--- src/hdl/tafq_regs.svh ---
// Constants for the temperature alarm fault queue block
`ifndef TAFQ_REGS_SVH
`define TAFQ_REGS_SVH
`define TAFQ_TEMP_RESET 16'h8000
`define TAFQ_HIGH_RESET 16'h5000
`define TAFQ_LOW_RESET 16'h4b00
`define TAFQ_CFG_RESET 8'h00
`define TAFQ_CFG_SHDN 0
`define TAFQ_CFG_MODE 1
`define TAFQ_CFG_POL 2
`define TAFQ_CFG_QLO 3
`define TAFQ_CFG_QHI 4
`define TAFQ_CFG_MASK 8'h1f
`define TAFQ_LIM_MASK 16'hff80
`define TAFQ_RES9_MASK 16'hff80
`define TAFQ_RES12_MASK 16'hfff0
`define TAFQ_CONV_PERIOD_MS 133
`define TAFQ_CLK_HZ 40000000
// Divide first: the full product of period and clock overflows 32-bit arithmetic
`define TAFQ_CONV_CYCLES (`TAFQ_CONV_PERIOD_MS * (`TAFQ_CLK_HZ / 1000))
`endif

--- src/hdl/tafq_pkg.sv ---
// Types for the temperature alarm fault queue block
package tafq_pkg;
	typedef enum logic [1:0] {TAFQ_SEEK_HIGH, TAFQ_SEEK_LOW} tafq_seek_type;
	typedef struct packed {
		logic [2:0] rsvd;
		logic [1:0] depth;
		logic polarity;
		logic int_mode;
		logic shutdown;
	} tafq_cfg_type;
	typedef struct packed {
		logic valid;
		logic [15:0] code;
	} tafq_sample_type;
endpackage

--- src/hdl/tafq_conv_timer.sv ---
// Conversion pacing timer: one pulse per conversion period
`timescale 1ns/1ps
`default_nettype none
module tafq_conv_timer #(
	parameter int unsigned PERIOD = 32'd5320000
) (
	// Clock and reset
	input wire logic sys_clk_i,
	input wire logic reset_i,
	// Control
	input wire logic hold_i,
	// Tick
	output logic tick_o
);
	logic [31:0] count;
	wire last = (count == PERIOD - 32'd1);
	always_ff @(posedge sys_clk_i)
	begin
		if (reset_i || hold_i)
		begin
			count <= 32'h0;
			tick_o <= 1'b0;
		end
		else
		begin
			count <= last ? 32'h0 : count + 32'h1;
			tick_o <= last;
		end
	end
endmodule
`default_nettype wire

--- src/hdl/tafq_core.sv ---
// Alarm decision logic: result register, fault queue and alarm output
// Operation
// - Result register holds 8000 after reset until a conversion lands.
// - Results are two's-complement, left-justified in sixteen bits.
// - 12-bit variant keeps three extra fraction bits; 9-bit variant truncates.
// - Results change the alarm only when consecutive fault count reaches queue depth.
// - Out of limit means above upper trip or below lower release.
// - Queue depth defaults to one; selectable one, two, four or six.
// - In-limit result with alarm idle clears the partial fault count.
// - Queue clears at reset, during shutdown, and on limit or config writes.
// - Every queue clear deasserts the alarm in both modes.
// - Comparator mode asserts after depth consecutive results above upper limit.
// - Comparator mode deasserts after depth consecutive results below lower limit.
// - Interrupt mode seeks an upper-limit fault first after any clear.
// - Interrupt mode alternates upper and lower fault searches, depth-qualified.
// - Interrupt alarm latches until any register read, then seeks opposite.
// - Any queue clear in interrupt mode returns search to upper fault.
// - Shutdown stops conversions and forces the result to 8000.
// - After shutdown, result reads 8000 until the first new conversion.
// - Config bit 0 selects shutdown when set.
// - Config bit 1 selects interrupt mode when set.
// - Config bit 2 makes the alarm active high when set.
// - Conversions run every 133 ms; each result feeds the queue except while the interrupt alarm is latched or a queue clear falls in the same cycle.
`timescale 1ns/1ps
`default_nettype none
`include "tafq_regs.svh"
module tafq_core #(
	parameter int unsigned CONV_CYCLES = `TAFQ_CONV_CYCLES,
	parameter bit RES12 = 1'b0
) (
	// Clock and reset
	input wire logic sys_clk_i,
	input wire logic reset_i,
	// Converter sample input, taken on each conversion tick
	input wire logic [15:0] adc_code_i,
	// Register writes and reads from the bus front end
	input wire logic cfg_wr_i,
	input wire tafq_pkg::tafq_cfg_type cfg_wdata_i,
	input wire logic high_wr_i,
	input wire logic low_wr_i,
	input wire logic [15:0] limit_wdata_i,
	input wire logic reg_rd_i,
	// Register contents
	output logic [15:0] temp_result_o,
	output tafq_pkg::tafq_cfg_type cfg_o,
	output logic [15:0] upper_trip_limit_o,
	output logic [15:0] lower_release_limit_o,
	// Status
	output logic conv_done_o,
	output logic alarm_active_o,
	output logic [2:0] fault_count_o,
	output logic seek_low_o,
	// Pin
	output logic alarm_out_o
);
	import tafq_pkg::*;

	function automatic logic [2:0] depth_of(input logic [1:0] sel);
		case (sel)
			2'd0: depth_of = 3'd1;
			2'd1: depth_of = 3'd2;
			2'd2: depth_of = 3'd4;
			default: depth_of = 3'd6;
		endcase
	endfunction

	logic tick;
	tafq_seek_type seek;
	tafq_seek_type next_seek;
	logic alarm;
	logic next_alarm;
	logic [2:0] count;
	logic [2:0] next_count;

	tafq_conv_timer #(
		.PERIOD(CONV_CYCLES)
	) u_timer (
		.sys_clk_i(sys_clk_i),
		.reset_i(reset_i),
		.hold_i(cfg_o.shutdown),
		.tick_o(tick)
	);

	wire [15:0] res_mask = RES12 ? `TAFQ_RES12_MASK : `TAFQ_RES9_MASK;
	wire [15:0] sample = adc_code_i & res_mask;
	wire conv = tick && !cfg_o.shutdown;
	wire above = $signed(sample) > $signed(upper_trip_limit_o);
	wire below = $signed(sample) < $signed(lower_release_limit_o);
	wire [2:0] depth = depth_of(cfg_o.depth);
	wire q_clear = cfg_o.shutdown || cfg_wr_i || high_wr_i || low_wr_i;
	// Comparator mode looks for the fault that would flip the alarm
	wire cmp_fault = alarm ? below : above;
	wire int_fault = (seek == TAFQ_SEEK_HIGH) ? above : below;
	wire fault = cfg_o.int_mode ? int_fault : cmp_fault;
	wire [2:0] count_inc = count + 3'd1;
	wire hit = (count_inc >= depth);

	always_comb
	begin
		next_count = count;
		next_alarm = alarm;
		next_seek = seek;
		if (q_clear)
		begin
			next_count = 3'd0;
			next_alarm = 1'b0;
			next_seek = TAFQ_SEEK_HIGH;
		end
		else
		begin
			// A read releases a latched interrupt; the search turns round
			if (cfg_o.int_mode && alarm && reg_rd_i)
			begin
				next_alarm = 1'b0;
				next_count = 3'd0;
				next_seek = (seek == TAFQ_SEEK_HIGH) ? TAFQ_SEEK_LOW : TAFQ_SEEK_HIGH;
			end
			else if (conv)
			begin
				if (cfg_o.int_mode && alarm)
					next_count = 3'd0;
				else if (fault && hit)
				begin
					next_count = 3'd0;
					// Comparator toggles; interrupt latches high
					next_alarm = cfg_o.int_mode ? 1'b1 : !alarm;
				end
				else if (fault)
					next_count = count_inc;
				else
					next_count = 3'd0;
			end
		end
	end

	always_ff @(posedge sys_clk_i)
	begin
		if (reset_i)
		begin
			count <= 3'd0;
			alarm <= 1'b0;
			seek <= TAFQ_SEEK_HIGH;
		end
		else
		begin
			count <= next_count;
			alarm <= next_alarm;
			seek <= next_seek;
		end
	end

	always_ff @(posedge sys_clk_i)
	begin
		if (reset_i)
		begin
			cfg_o <= `TAFQ_CFG_RESET;
			upper_trip_limit_o <= `TAFQ_HIGH_RESET;
			lower_release_limit_o <= `TAFQ_LOW_RESET;
		end
		else
		begin
			// Reserved config bits stay zero whatever is written
			if (cfg_wr_i)
				cfg_o <= cfg_wdata_i & `TAFQ_CFG_MASK;
			if (high_wr_i)
				upper_trip_limit_o <= limit_wdata_i & `TAFQ_LIM_MASK;
			if (low_wr_i)
				lower_release_limit_o <= limit_wdata_i & `TAFQ_LIM_MASK;
		end
	end

	always_ff @(posedge sys_clk_i)
	begin
		if (reset_i)
			temp_result_o <= `TAFQ_TEMP_RESET;
		else if (cfg_o.shutdown)
			temp_result_o <= `TAFQ_TEMP_RESET;
		else if (conv)
			temp_result_o <= sample;
	end

	always_ff @(posedge sys_clk_i)
	begin
		if (reset_i)
		begin
			conv_done_o <= 1'b0;
			alarm_active_o <= 1'b0;
			fault_count_o <= 3'd0;
			seek_low_o <= 1'b0;
			alarm_out_o <= 1'b1;
		end
		else
		begin
			conv_done_o <= conv;
			alarm_active_o <= next_alarm;
			fault_count_o <= next_count;
			seek_low_o <= (next_seek == TAFQ_SEEK_LOW);
			// Pin polarity follows the config written in this same cycle
			alarm_out_o <= next_alarm ~^ (cfg_wr_i ? cfg_wdata_i.polarity : cfg_o.polarity);
		end
	end

	property p_reset_code;
		@(posedge sys_clk_i) $fell(reset_i) |-> temp_result_o == 16'h8000;
	endproperty
	a_reset_code: assert property (p_reset_code) else $error("result not 8000 after reset");

	// A register missed by the reset branch shows up on the first edge after release
	property p_reset_idle;
		@(posedge sys_clk_i) disable iff (reset_i)
			$past(reset_i) |-> temp_result_o == 16'h8000 && !alarm_active_o && fault_count_o == 3'd0
				&& !seek_low_o && cfg_o == `TAFQ_CFG_RESET && upper_trip_limit_o == `TAFQ_HIGH_RESET;
	endproperty
	a_reset_idle: assert property (p_reset_idle) else $error("outputs not idle after reset");

	property p_shdn_code;
		@(posedge sys_clk_i) disable iff (reset_i) cfg_o.shutdown |=> temp_result_o == 16'h8000;
	endproperty
	a_shdn_code: assert property (p_shdn_code) else $error("result not forced in shutdown");
	property p_res_mask;
		@(posedge sys_clk_i) disable iff (reset_i) (temp_result_o & ~res_mask) == 16'h0;
	endproperty
	a_res_mask: assert property (p_res_mask) else $error("low result bits not zero");
	property p_clear_drops;
		@(posedge sys_clk_i) disable iff (reset_i) q_clear |=> !alarm_active_o && fault_count_o == 3'd0;
	endproperty
	a_clear_drops: assert property (p_clear_drops) else $error("clear did not drop alarm");
	property p_clear_seek;
		@(posedge sys_clk_i) disable iff (reset_i) q_clear |=> !seek_low_o;
	endproperty
	a_clear_seek: assert property (p_clear_seek) else $error("clear did not seek upper");
	property p_read_release;
		@(posedge sys_clk_i) disable iff (reset_i)
			(cfg_o.int_mode && alarm && reg_rd_i && !q_clear) |=> !alarm_active_o && (seek_low_o != $past(seek_low_o));
	endproperty
	a_read_release: assert property (p_read_release) else $error("read did not release alarm");
	property p_count_bound;
		@(posedge sys_clk_i) disable iff (reset_i) fault_count_o < depth_of(cfg_o.depth);
	endproperty
	a_count_bound: assert property (p_count_bound) else $error("fault count reached depth");
	property p_no_conv_shdn;
		@(posedge sys_clk_i) disable iff (reset_i) cfg_o.shutdown |-> !conv_done_o || $past(!cfg_o.shutdown);
	endproperty
	a_no_conv_shdn: assert property (p_no_conv_shdn) else $error("conversion during shutdown");
	property p_pin_pol;
		@(posedge sys_clk_i) disable iff (reset_i) alarm_out_o == (alarm_active_o ~^ cfg_o.polarity);
	endproperty
	a_pin_pol: assert property (p_pin_pol) else $error("alarm pin polarity wrong");

	property p_conv_result;
		@(posedge sys_clk_i) disable iff (reset_i)
			conv |=> conv_done_o && temp_result_o == ($past(adc_code_i) & res_mask);
	endproperty
	a_conv_result: assert property (p_conv_result) else $error("conversion not taken into result");

	property p_cmp_rise;
		@(posedge sys_clk_i) disable iff (reset_i)
			!q_clear && !cfg_o.int_mode && !alarm_active_o && conv && above
				&& fault_count_o + 3'd1 == depth |=> alarm_active_o;
	endproperty
	a_cmp_rise: assert property (p_cmp_rise) else $error("comparator alarm did not assert");

	property p_cmp_fall;
		@(posedge sys_clk_i) disable iff (reset_i)
			!q_clear && !cfg_o.int_mode && alarm_active_o && conv && below
				&& fault_count_o + 3'd1 == depth |=> !alarm_active_o;
	endproperty
	a_cmp_fall: assert property (p_cmp_fall) else $error("comparator alarm did not release");

	property p_in_limit;
		@(posedge sys_clk_i) disable iff (reset_i)
			!q_clear && conv && !above && !below && !alarm_active_o |=> fault_count_o == 3'd0;
	endproperty
	a_in_limit: assert property (p_in_limit) else $error("in-limit result kept fault count");

	property p_int_rise;
		@(posedge sys_clk_i) disable iff (reset_i)
			cfg_o.int_mode && $rose(alarm_active_o) |-> $past(conv) && seek_low_o == $past(seek_low_o);
	endproperty
	a_int_rise: assert property (p_int_rise) else $error("interrupt alarm rose without conversion");

	property p_int_latch;
		@(posedge sys_clk_i) disable iff (reset_i)
			cfg_o.int_mode && alarm_active_o && !reg_rd_i && !q_clear |=> alarm_active_o;
	endproperty
	a_int_latch: assert property (p_int_latch) else $error("interrupt alarm not latched");

	// Only a conversion, a clear or a read may move the alarm
	property p_alarm_steady;
		@(posedge sys_clk_i) disable iff (reset_i)
			!$past(reset_i) && $changed(alarm_active_o) |-> $past(conv || q_clear || reg_rd_i);
	endproperty
	a_alarm_steady: assert property (p_alarm_steady) else $error("alarm moved without cause");

	property p_seek_hold;
		@(posedge sys_clk_i) disable iff (reset_i)
			!$past(reset_i) && $changed(seek_low_o) |-> $past(q_clear || reg_rd_i);
	endproperty
	a_seek_hold: assert property (p_seek_hold) else $error("search turned without read or clear");

	property p_restart_code;
		@(posedge sys_clk_i) disable iff (reset_i)
			$fell(cfg_o.shutdown) |-> temp_result_o == 16'h8000;
	endproperty
	a_restart_code: assert property (p_restart_code) else $error("result not 8000 after shutdown");

	property p_limit_fmt;
		@(posedge sys_clk_i) disable iff (reset_i)
			upper_trip_limit_o[6:0] == 7'h00 && lower_release_limit_o[6:0] == 7'h00 && cfg_o.rsvd == 3'h0;
	endproperty
	a_limit_fmt: assert property (p_limit_fmt) else $error("limit or config reserved bits set");

	c_cmp_assert: cover property (@(posedge sys_clk_i) !cfg_o.int_mode && $rose(alarm_active_o));
	c_cmp_release: cover property (@(posedge sys_clk_i) !cfg_o.int_mode && $fell(alarm_active_o) && conv_done_o);
	c_int_low: cover property (@(posedge sys_clk_i) cfg_o.int_mode && seek_low_o && $rose(alarm_active_o));
	c_deep_queue: cover property (@(posedge sys_clk_i) fault_count_o == 3'd5);
endmodule
`default_nettype wire

--- config.mk ---
export PLATFORM = sky130hd
export DESIGN_NAME = tafq_core
export DESIGN_NICKNAME = d
export VERILOG_FILES = /design/src/hdl/tafq_pkg.sv /design/src/hdl/tafq_conv_timer.sv /design/src/hdl/tafq_core.sv
export VERILOG_INCLUDE_DIRS = /design/src /design/src/hdl
export SDC_FILE = /design/constraint.sdc
export NUM_CORES = 1
export LEC_CHECK = 0
export ABC_CLOCK_PERIOD_IN_PS = 2510
export BUFFER_PORTS_ARGS = -buffer_cell sky130_fd_sc_hd__buf_2
export CAP_MARGIN = 25
export CORE_ASPECT_RATIO = 1.1
export CORE_MARGIN = 4
export CORE_UTILIZATION = 50
export CTS_CLUSTER_DIAMETER = 60
export DETAILED_ROUTE_END_ITERATION = 10
export PLACE_DENSITY_LB_ADDON = 0.2
export REMOVE_ABC_BUFFERS = 1
export SYNTH_ARGS = -nofsm -noshare
export SYNTH_HDL_FRONTEND = slang
export SYNTH_SLANG_ARGS = --single-unit
--- constraint.sdc ---
create_clock -name sys_clk_i -period 2.51 [get_ports sys_clk_i]
set_input_delay 0.502 -clock sys_clk_i [delete_from_list [all_inputs] [get_ports sys_clk_i]]
set_output_delay 0.502 -clock sys_clk_i [all_outputs]
set_load 0.005 [all_outputs]
==> flow_summary_export.csv, run 1 <==
group,metric,value,unit
status,status,"finished, final reports clean",
placement,place_congestion,0.835,
cells_and_area,final_common_cell,"dfxtp_1",
cts,path_clk_slew,0.09,ns
critical_path,arrival,2.52,ns
timing,fmax,439,MHz
placement,dp_hpwl,5.79,mm
synthesis,synth_seq_cells,74,
routing,drc,0,
die,core-area,7050,um^2
cts,cts_setup_buffers,0,
critical_path,crit_fanout,4,
routing,detail_route.wl_per_cell,13.6,um
timing,final_hold_viol_count,0,
global_routing,grt_usage,0.186,
timing,setup-tns-final,0,ns
cells_and_area,drive_above_1_share,0.200,
min_path,hold_class,"input port to flip-flop",
power,pwr-share-clk,0.385,
critical_path,critPathCaptureType,"flip-flop",
cells_and_area,n_antenna_cell,0,
timing,whs,0.389,ns
power,p_switching,0.000610,W
die,fp.dieW,89.4,um
synthesis,yosysWarnings,0,
timing,drv_slew,0,
cells_and_area,area_delta_synth_final,14.3,%
cts,cts_root_buf,"clkbuf_8",
cts,cts_tree,"done",
critical_path,critPathSlowestCell,"dfxtp_1",
critical_path,max_stage_delay,0.37,ns
cts,cts_resized,0,
synthesis,synthCells,406,
power,p_sw_frac,0.257,
synthesis,synth_ff_type,"dfxtp_1",
cells_and_area,final_cell_mix,"dfxtp_1 (74), nor2_1 (67), buf_2 (67), mux2i_1 (27)",
critical_path,criticalPathCategory,"flip-flop to flip-flop",
cts,hold_buffers,0,
power,static-leakage-power,1.85,nW
timing,period_needed,2.28,ns
cts,cts_made_buffers,9,
routing,vias,2907,
timing,worst_slack,0.234,ns
synthesis,synth_edf_count,0,
cells_and_area,final_util,0.591,
cells_and_area,fin_nets,543,
cts,htreeDepth,3,
synthesis,syn_avg_cell_area,8.97,um^2
power,peakVddDrop,351,uV
cells_and_area,fillers,655,
cts,cts.path.max_buffers,2,
critical_path,startpoint_type,"flip-flop",
global_routing,grt_antenna_before_repair,0,
die,rows,32,
timing,fin_worst_skew,0.0108,ns
die,chipHeight,97.5,um
cts,clock_sinks,74,
placement,port_buffers,67,
die,dieArea,8720,um^2
synthesis,yosysUniqueCellTypes,52,
timing,finalCritPeriodShare,0.907,
timing,finalSetupViolCount,0,
global_routing,grt_pass1_wl,12.8,mm
cts,clk_latency,0.35,ns
power,p_comb_frac,0.100,
power,p_seq_frac,0.515,
global_routing,grt_pass1_vias,2792,
placement,dp_slack,0.00172,ns
flow_run,drv_cap,0,
routing,ant_nets,0,
synthesis,async_flop_share,0,
critical_path,rrSetupSlack,0.23,ns
routing,via_per_inst,5.15,
critical_path,required,2.75,ns
routing,wirelength,7.67,mm
global_routing,grt_max_degree,32,
routing,drt_iter0_drc,59,
power,intPower,0.00176,W
routing,firstDrtPassIters,4,
global_routing,overflow,0,
power,power.density,570,nW/um^2
die,initial_core_util,0.517,
synthesis,synthesis.area,3640,um^2
synthesis,seq_area_frac_synth,0.407,
die,ios,109,
critical_path,path_cells,"inv_1 > ha_1 > a21o_1 > a211oi_2 > o2111ai_1 > a32oi_2 > o31a_2 > and3_1 > o21ai_1",
timing,rsz0062_at_grt,"no",
-- synth_stat cells, types with 7 or more instances --
master | number | area, um^2
dfxtp_1 | 74 | 1480
nor2_1 | 67 | 251
mux2i_1 | 27 | 270
buf_4 | 25 | 188
nand2_1 | 24 | 90.1
ha_1 | 22 | 275
xor2_1 | 22 | 193
inv_1 | 21 | 78.8
nand3_1 | 19 | 95.1
a21oi_1 | 9 | 45.0
nand4_1 | 9 | 56.3
xnor2_1 | 9 | 78.8
and3_1 | 8 | 50.1
clkbuf_1 | 7 | 26.3
o211ai_1 | 7 | 52.6
-- cell families (layout without fill, tap and decap cells) --
logic type | after synthesis | after routing | synth area share
AO/OA/AOI/OAI | 32 | 32 | 0.0659
XOR/XNOR | 31 | 31 | 0.0745
flip-flops | 74 | 74 | 0.407
other | 1 | 24 | 0.00103
adder cells (fa/ha/maj) | 22 | 22 | 0.0755
AND/OR/NAND/NOR | 161 | 161 | 0.216
buffers and inverters | 58 | 109 | 0.0865
multiplexers | 27 | 27 | 0.0742
-- registers in the layout, indices dropped and copies added, names as in the netlist, 2 cells and up --
register,flops
seek,2
lower_release_limit_o,9
u_timer.count,32
fault_count_o,3
cfg_o,5
upper_trip_limit_o,9
temp_result_o,9
-- path summary, 6_finish.rpt --
| kind | from | to | cells past startpoint |
|---|---|---|---|
| setup / recovery | upper_trip_limit_o[13] | alarm_out_o | 9 |
| hold / removal | limit_wdata_i[9] | lower_release_limit_o[9] | 3 |
| setup reg to reg | upper_trip_limit_o[13] | alarm_out_o | 9 |
| hold reg to reg | u_timer.count[0] | u_timer.count[0] | 1 |
-- power by group through the flow --
stage | combinational, W | sequential, W | clock [W]
5_1_grt | 0.000274 | 0.00123 | 0.000996
2_1_floorplan | 0.000133 | 0.00125 | 0
3_3_place_gp | 0.000232 | 0.00125 | 0
3_5_place_dp | 0.000239 | 0.00125 | 0
6_report | 0.000238 | 0.00122 | 0.000914
4_1_cts | 0.000240 | 0.00122 | 0.000947
-- routing by layer --
| layer | vias to the layer above | part of all wire | global-route usage |
|---|---|---|---|
| li1 | 1465 | - | - |
| met1 | 1359 | 0.43 | 0.224 |
| met2 | 64 | 0.49 | 0.303 |
| met3 | 19 | 0.053 | 0.0450 |
| met4 | 0 | 0.028 | 0.0882 |
| met5 | - | 0 | 0 |
-- per-stage QoR --
stage,total power (W),std cells,area (um^2)
global route,0.00250,565,4160
detailed placement,0.00149,549,3970
CTS,0.00241,565,4160
finish,0.00237,565,4160
global placement,0.00148,549,3970
floorplan,0.00138,393,3500
-- critical path, delay by kind of cell, from the launching register on --
family	cells	cell delay, ns
AOI/OAI and AO/OA	6	1.28
DFF	1	0.37
adders and majority gates	1	0.29
and+or+nand+nor	1	0.15
buffers and inverters	1	0.07
-- layout make-up --
class                           instances  area, um^2  area share
Multi-Input combinational cell        297        1930       0.464
Timing Repair Buffer                   71         365      0.0878
Tap cell                               85         106      0.0255
Clock buffer                           10         128      0.0307
Sequential cell                        74        1480       0.356
Clock inverter                          6        66.3      0.0159
Inverter                               22        82.6      0.0198
No activity file was read; power rests on OpenSTA's default activity.
==> run 2: changes to the inputs <==
--- a/config.mk
+++ b/config.mk
@@ -9,7 +9,7 @@
 export ABC_CLOCK_PERIOD_IN_PS = 2510
 export BUFFER_PORTS_ARGS = -buffer_cell sky130_fd_sc_hd__buf_2
 export CAP_MARGIN = 25
-export CORE_ASPECT_RATIO = 1.1
+export CORE_ASPECT_RATIO = 0.75
 export CORE_MARGIN = 4
 export CORE_UTILIZATION = 50
 export CTS_CLUSTER_DIAMETER = 60
==> flow_summary_export.csv, run 2 (synthesis results as in run 1) <==
group,metric,value,unit
critical_path,critPathCaptureType,"flip-flop",
die,initial_core_util,0.526,
die,core-area,6930,um^2
timing,fmax,456,MHz
routing,drt_iter0_drc,133,
timing,final_hold_viol_count,0,
global_routing,use_met3,0.0518,
cts,clock_sinks,74,
routing,via_per_inst,4.97,
global_routing,grt_usage,0.182,
global_routing,grt-busiest-layer,"met2",
cts,cts_setup_buffers,0,
status,status,"finished, final reports clean",
global_routing,overflow,0,
min_path,hold_class,"input port to flip-flop",
min_path,min_from,"limit_wdata_i[9]",
cts,cts_made_buffers,9,
critical_path,reg2reg_depth,9,
timing,finalCritPeriodShare,0.874,
routing,ant_nets,0,
die,fp.dieW,107,um
power,power.density,575,nW/um^2
cells_and_area,largest-register,"u_timer.count",
die,dieArea,8730,um^2
critical_path,rr_startpoint,"upper_trip_limit_o[13]",
global_routing,grt_pass1_vias,2672,
cts,cts_resized,0,
timing,finalSetupViolCount,0,
cts,cts_root_buf,"clkbuf_8",
routing,firstDrtPassIters,4,
cells_and_area,final_util,0.605,
critical_path,crit_fanout,4,
timing,whs,0.382,ns
critical_path,rrSetupSlack,0.32,ns
critical_path,required,2.79,ns
global_routing,grt_max_degree,32,
placement,place_congestion,0.801,
cts,hold_buffers,0,
critical_path,reg2reg_to,"alarm_out_o",
global_routing,grt_pass1_wl,12.6,mm
die,rows,26,
cells_and_area,area_delta_synth_final,15.0,%
cts,clk_latency,0.35,ns
timing,drv_slew,0,
min_path,hold_path_end,"lower_release_limit_o[9]",
cells_and_area,final_cells,578,
global_routing,grt_util_met1,0.257,
placement,placed_cells,562,
global_routing,grt_antenna_before_repair,1,
routing,drc,0,
cells_and_area,fin_nets,543,
power,static-leakage-power,1.86,nW
cts,cts.path.max_buffers,2,
cells_and_area,drive_above_1_share,0.202,
routing,detail_route.wl_per_cell,13.3,um
timing,fin_worst_skew,0.00917,ns
placement,dp_hpwl,5.81,mm
cells_and_area,final_common_cell,"dfxtp_1",
cells_and_area,largest_reg_flops,32,
critical_path,criticalPathCategory,"flip-flop to flip-flop",
global_routing,grt_use_met2,0.264,
min_path,holdPathStages,3,
timing,period_needed,2.19,ns
routing,wirelength,7.66,mm
flow_run,drv_cap,0,
routing,vias,2875,
timing,setup-tns-final,0,ns
cts,path_clk_slew,0.08,ns
critical_path,arrival,2.47,ns
placement,port_buffers,67,
timing,rsz0062_at_grt,"no",
die,ios,109,
cts,cts_tree,"done",
power,peakVddDrop,310,uV
die,chipHeight,81.9,um
cells_and_area,final_cell_mix,"dfxtp_1 (74), nor2_1 (67), buf_2 (67), mux2i_1 (27)",
cts,htreeDepth,3,
cells_and_area,n_antenna_cell,0,
critical_path,startpoint_type,"flip-flop",
run 2: changes by cell type in the layout (fill, tap and decap cells not counted):
cell,change
inv_6,-1
clkinvlp_4,-2
clkbuf_1,-1
clkinv_2,+2
clkbuf_8,+2
run 2: final cells by class:
cell class	instances	area, um^2
Sequential cell	74	1480
Tap cell	98	123
Clock buffer	11	151
Timing Repair Buffer	71	365
Inverter	22	82.6
Clock inverter	5	52.6
Fill cell	629	2740
Multi-Input combinational cell	297	1930
run 2: critical path, stage by stage, from the launching register on:
cell and delay [ns]:
dfxtp_1 0.35, inv_1 0.05, ha_1 0.28, a21o_1 0.19, a211oi_2 0.28, o2111ai_1 0.17, a32oi_2 0.35, o21bai_1 0.15
and3_1 0.18, o21ai_1 0.11
run 2: where the power goes:
part           total, W  switching (W)  internal [W]  leakage [nW]
registers       0.00122      0.0000219       0.00120         0.602
logic          0.000238       0.000135      0.000103          1.16
clock network  0.000948       0.000440      0.000508         0.105
total           0.00241       0.000597       0.00181          1.86
run 2: layer usage:
| layer | vias up | routed length, um |
|---|---|---|
| met5 | - | 0 |
| met4 | 0 | 91 |
| met3 | 10 | 480 |
| met2 | 84 | 3150 |
| met1 | 1314 | 3940 |
| li1 | 1467 | - |
run 2: worst max path at each step:
| stage | startpoint | endpoint | cells past startpoint |
|---|---|---|---|
| 4_1_cts | upper_trip_limit_o[13] | alarm_out_o | 9 |
| 3_3_place_gp | adc_code_i[13] | alarm_out_o | 9 |
| 2_1_floorplan | adc_code_i[13] | alarm_out_o | 8 |
| 6_report | upper_trip_limit_o[13] | alarm_out_o | 9 |
| 5_1_grt | upper_trip_limit_o[10] | fault_count_o[2] | 9 |
| 3_5_place_dp | adc_code_i[13] | alarm_out_o | 9 |
run 2: through the flow:
stage | power (W) | worst slack [ns] | area [um^2]
finish | 0.00241 | 0.316 | 4190
global placement | 0.00148 | 0.0901 | 3990
floorplan | 0.00138 | 0.369 | 3500
global route | 0.00252 | 0.0417 | 4190
CTS | 0.00243 | 0.315 | 4190
detailed placement | 0.00149 | 0.0697 | 3990
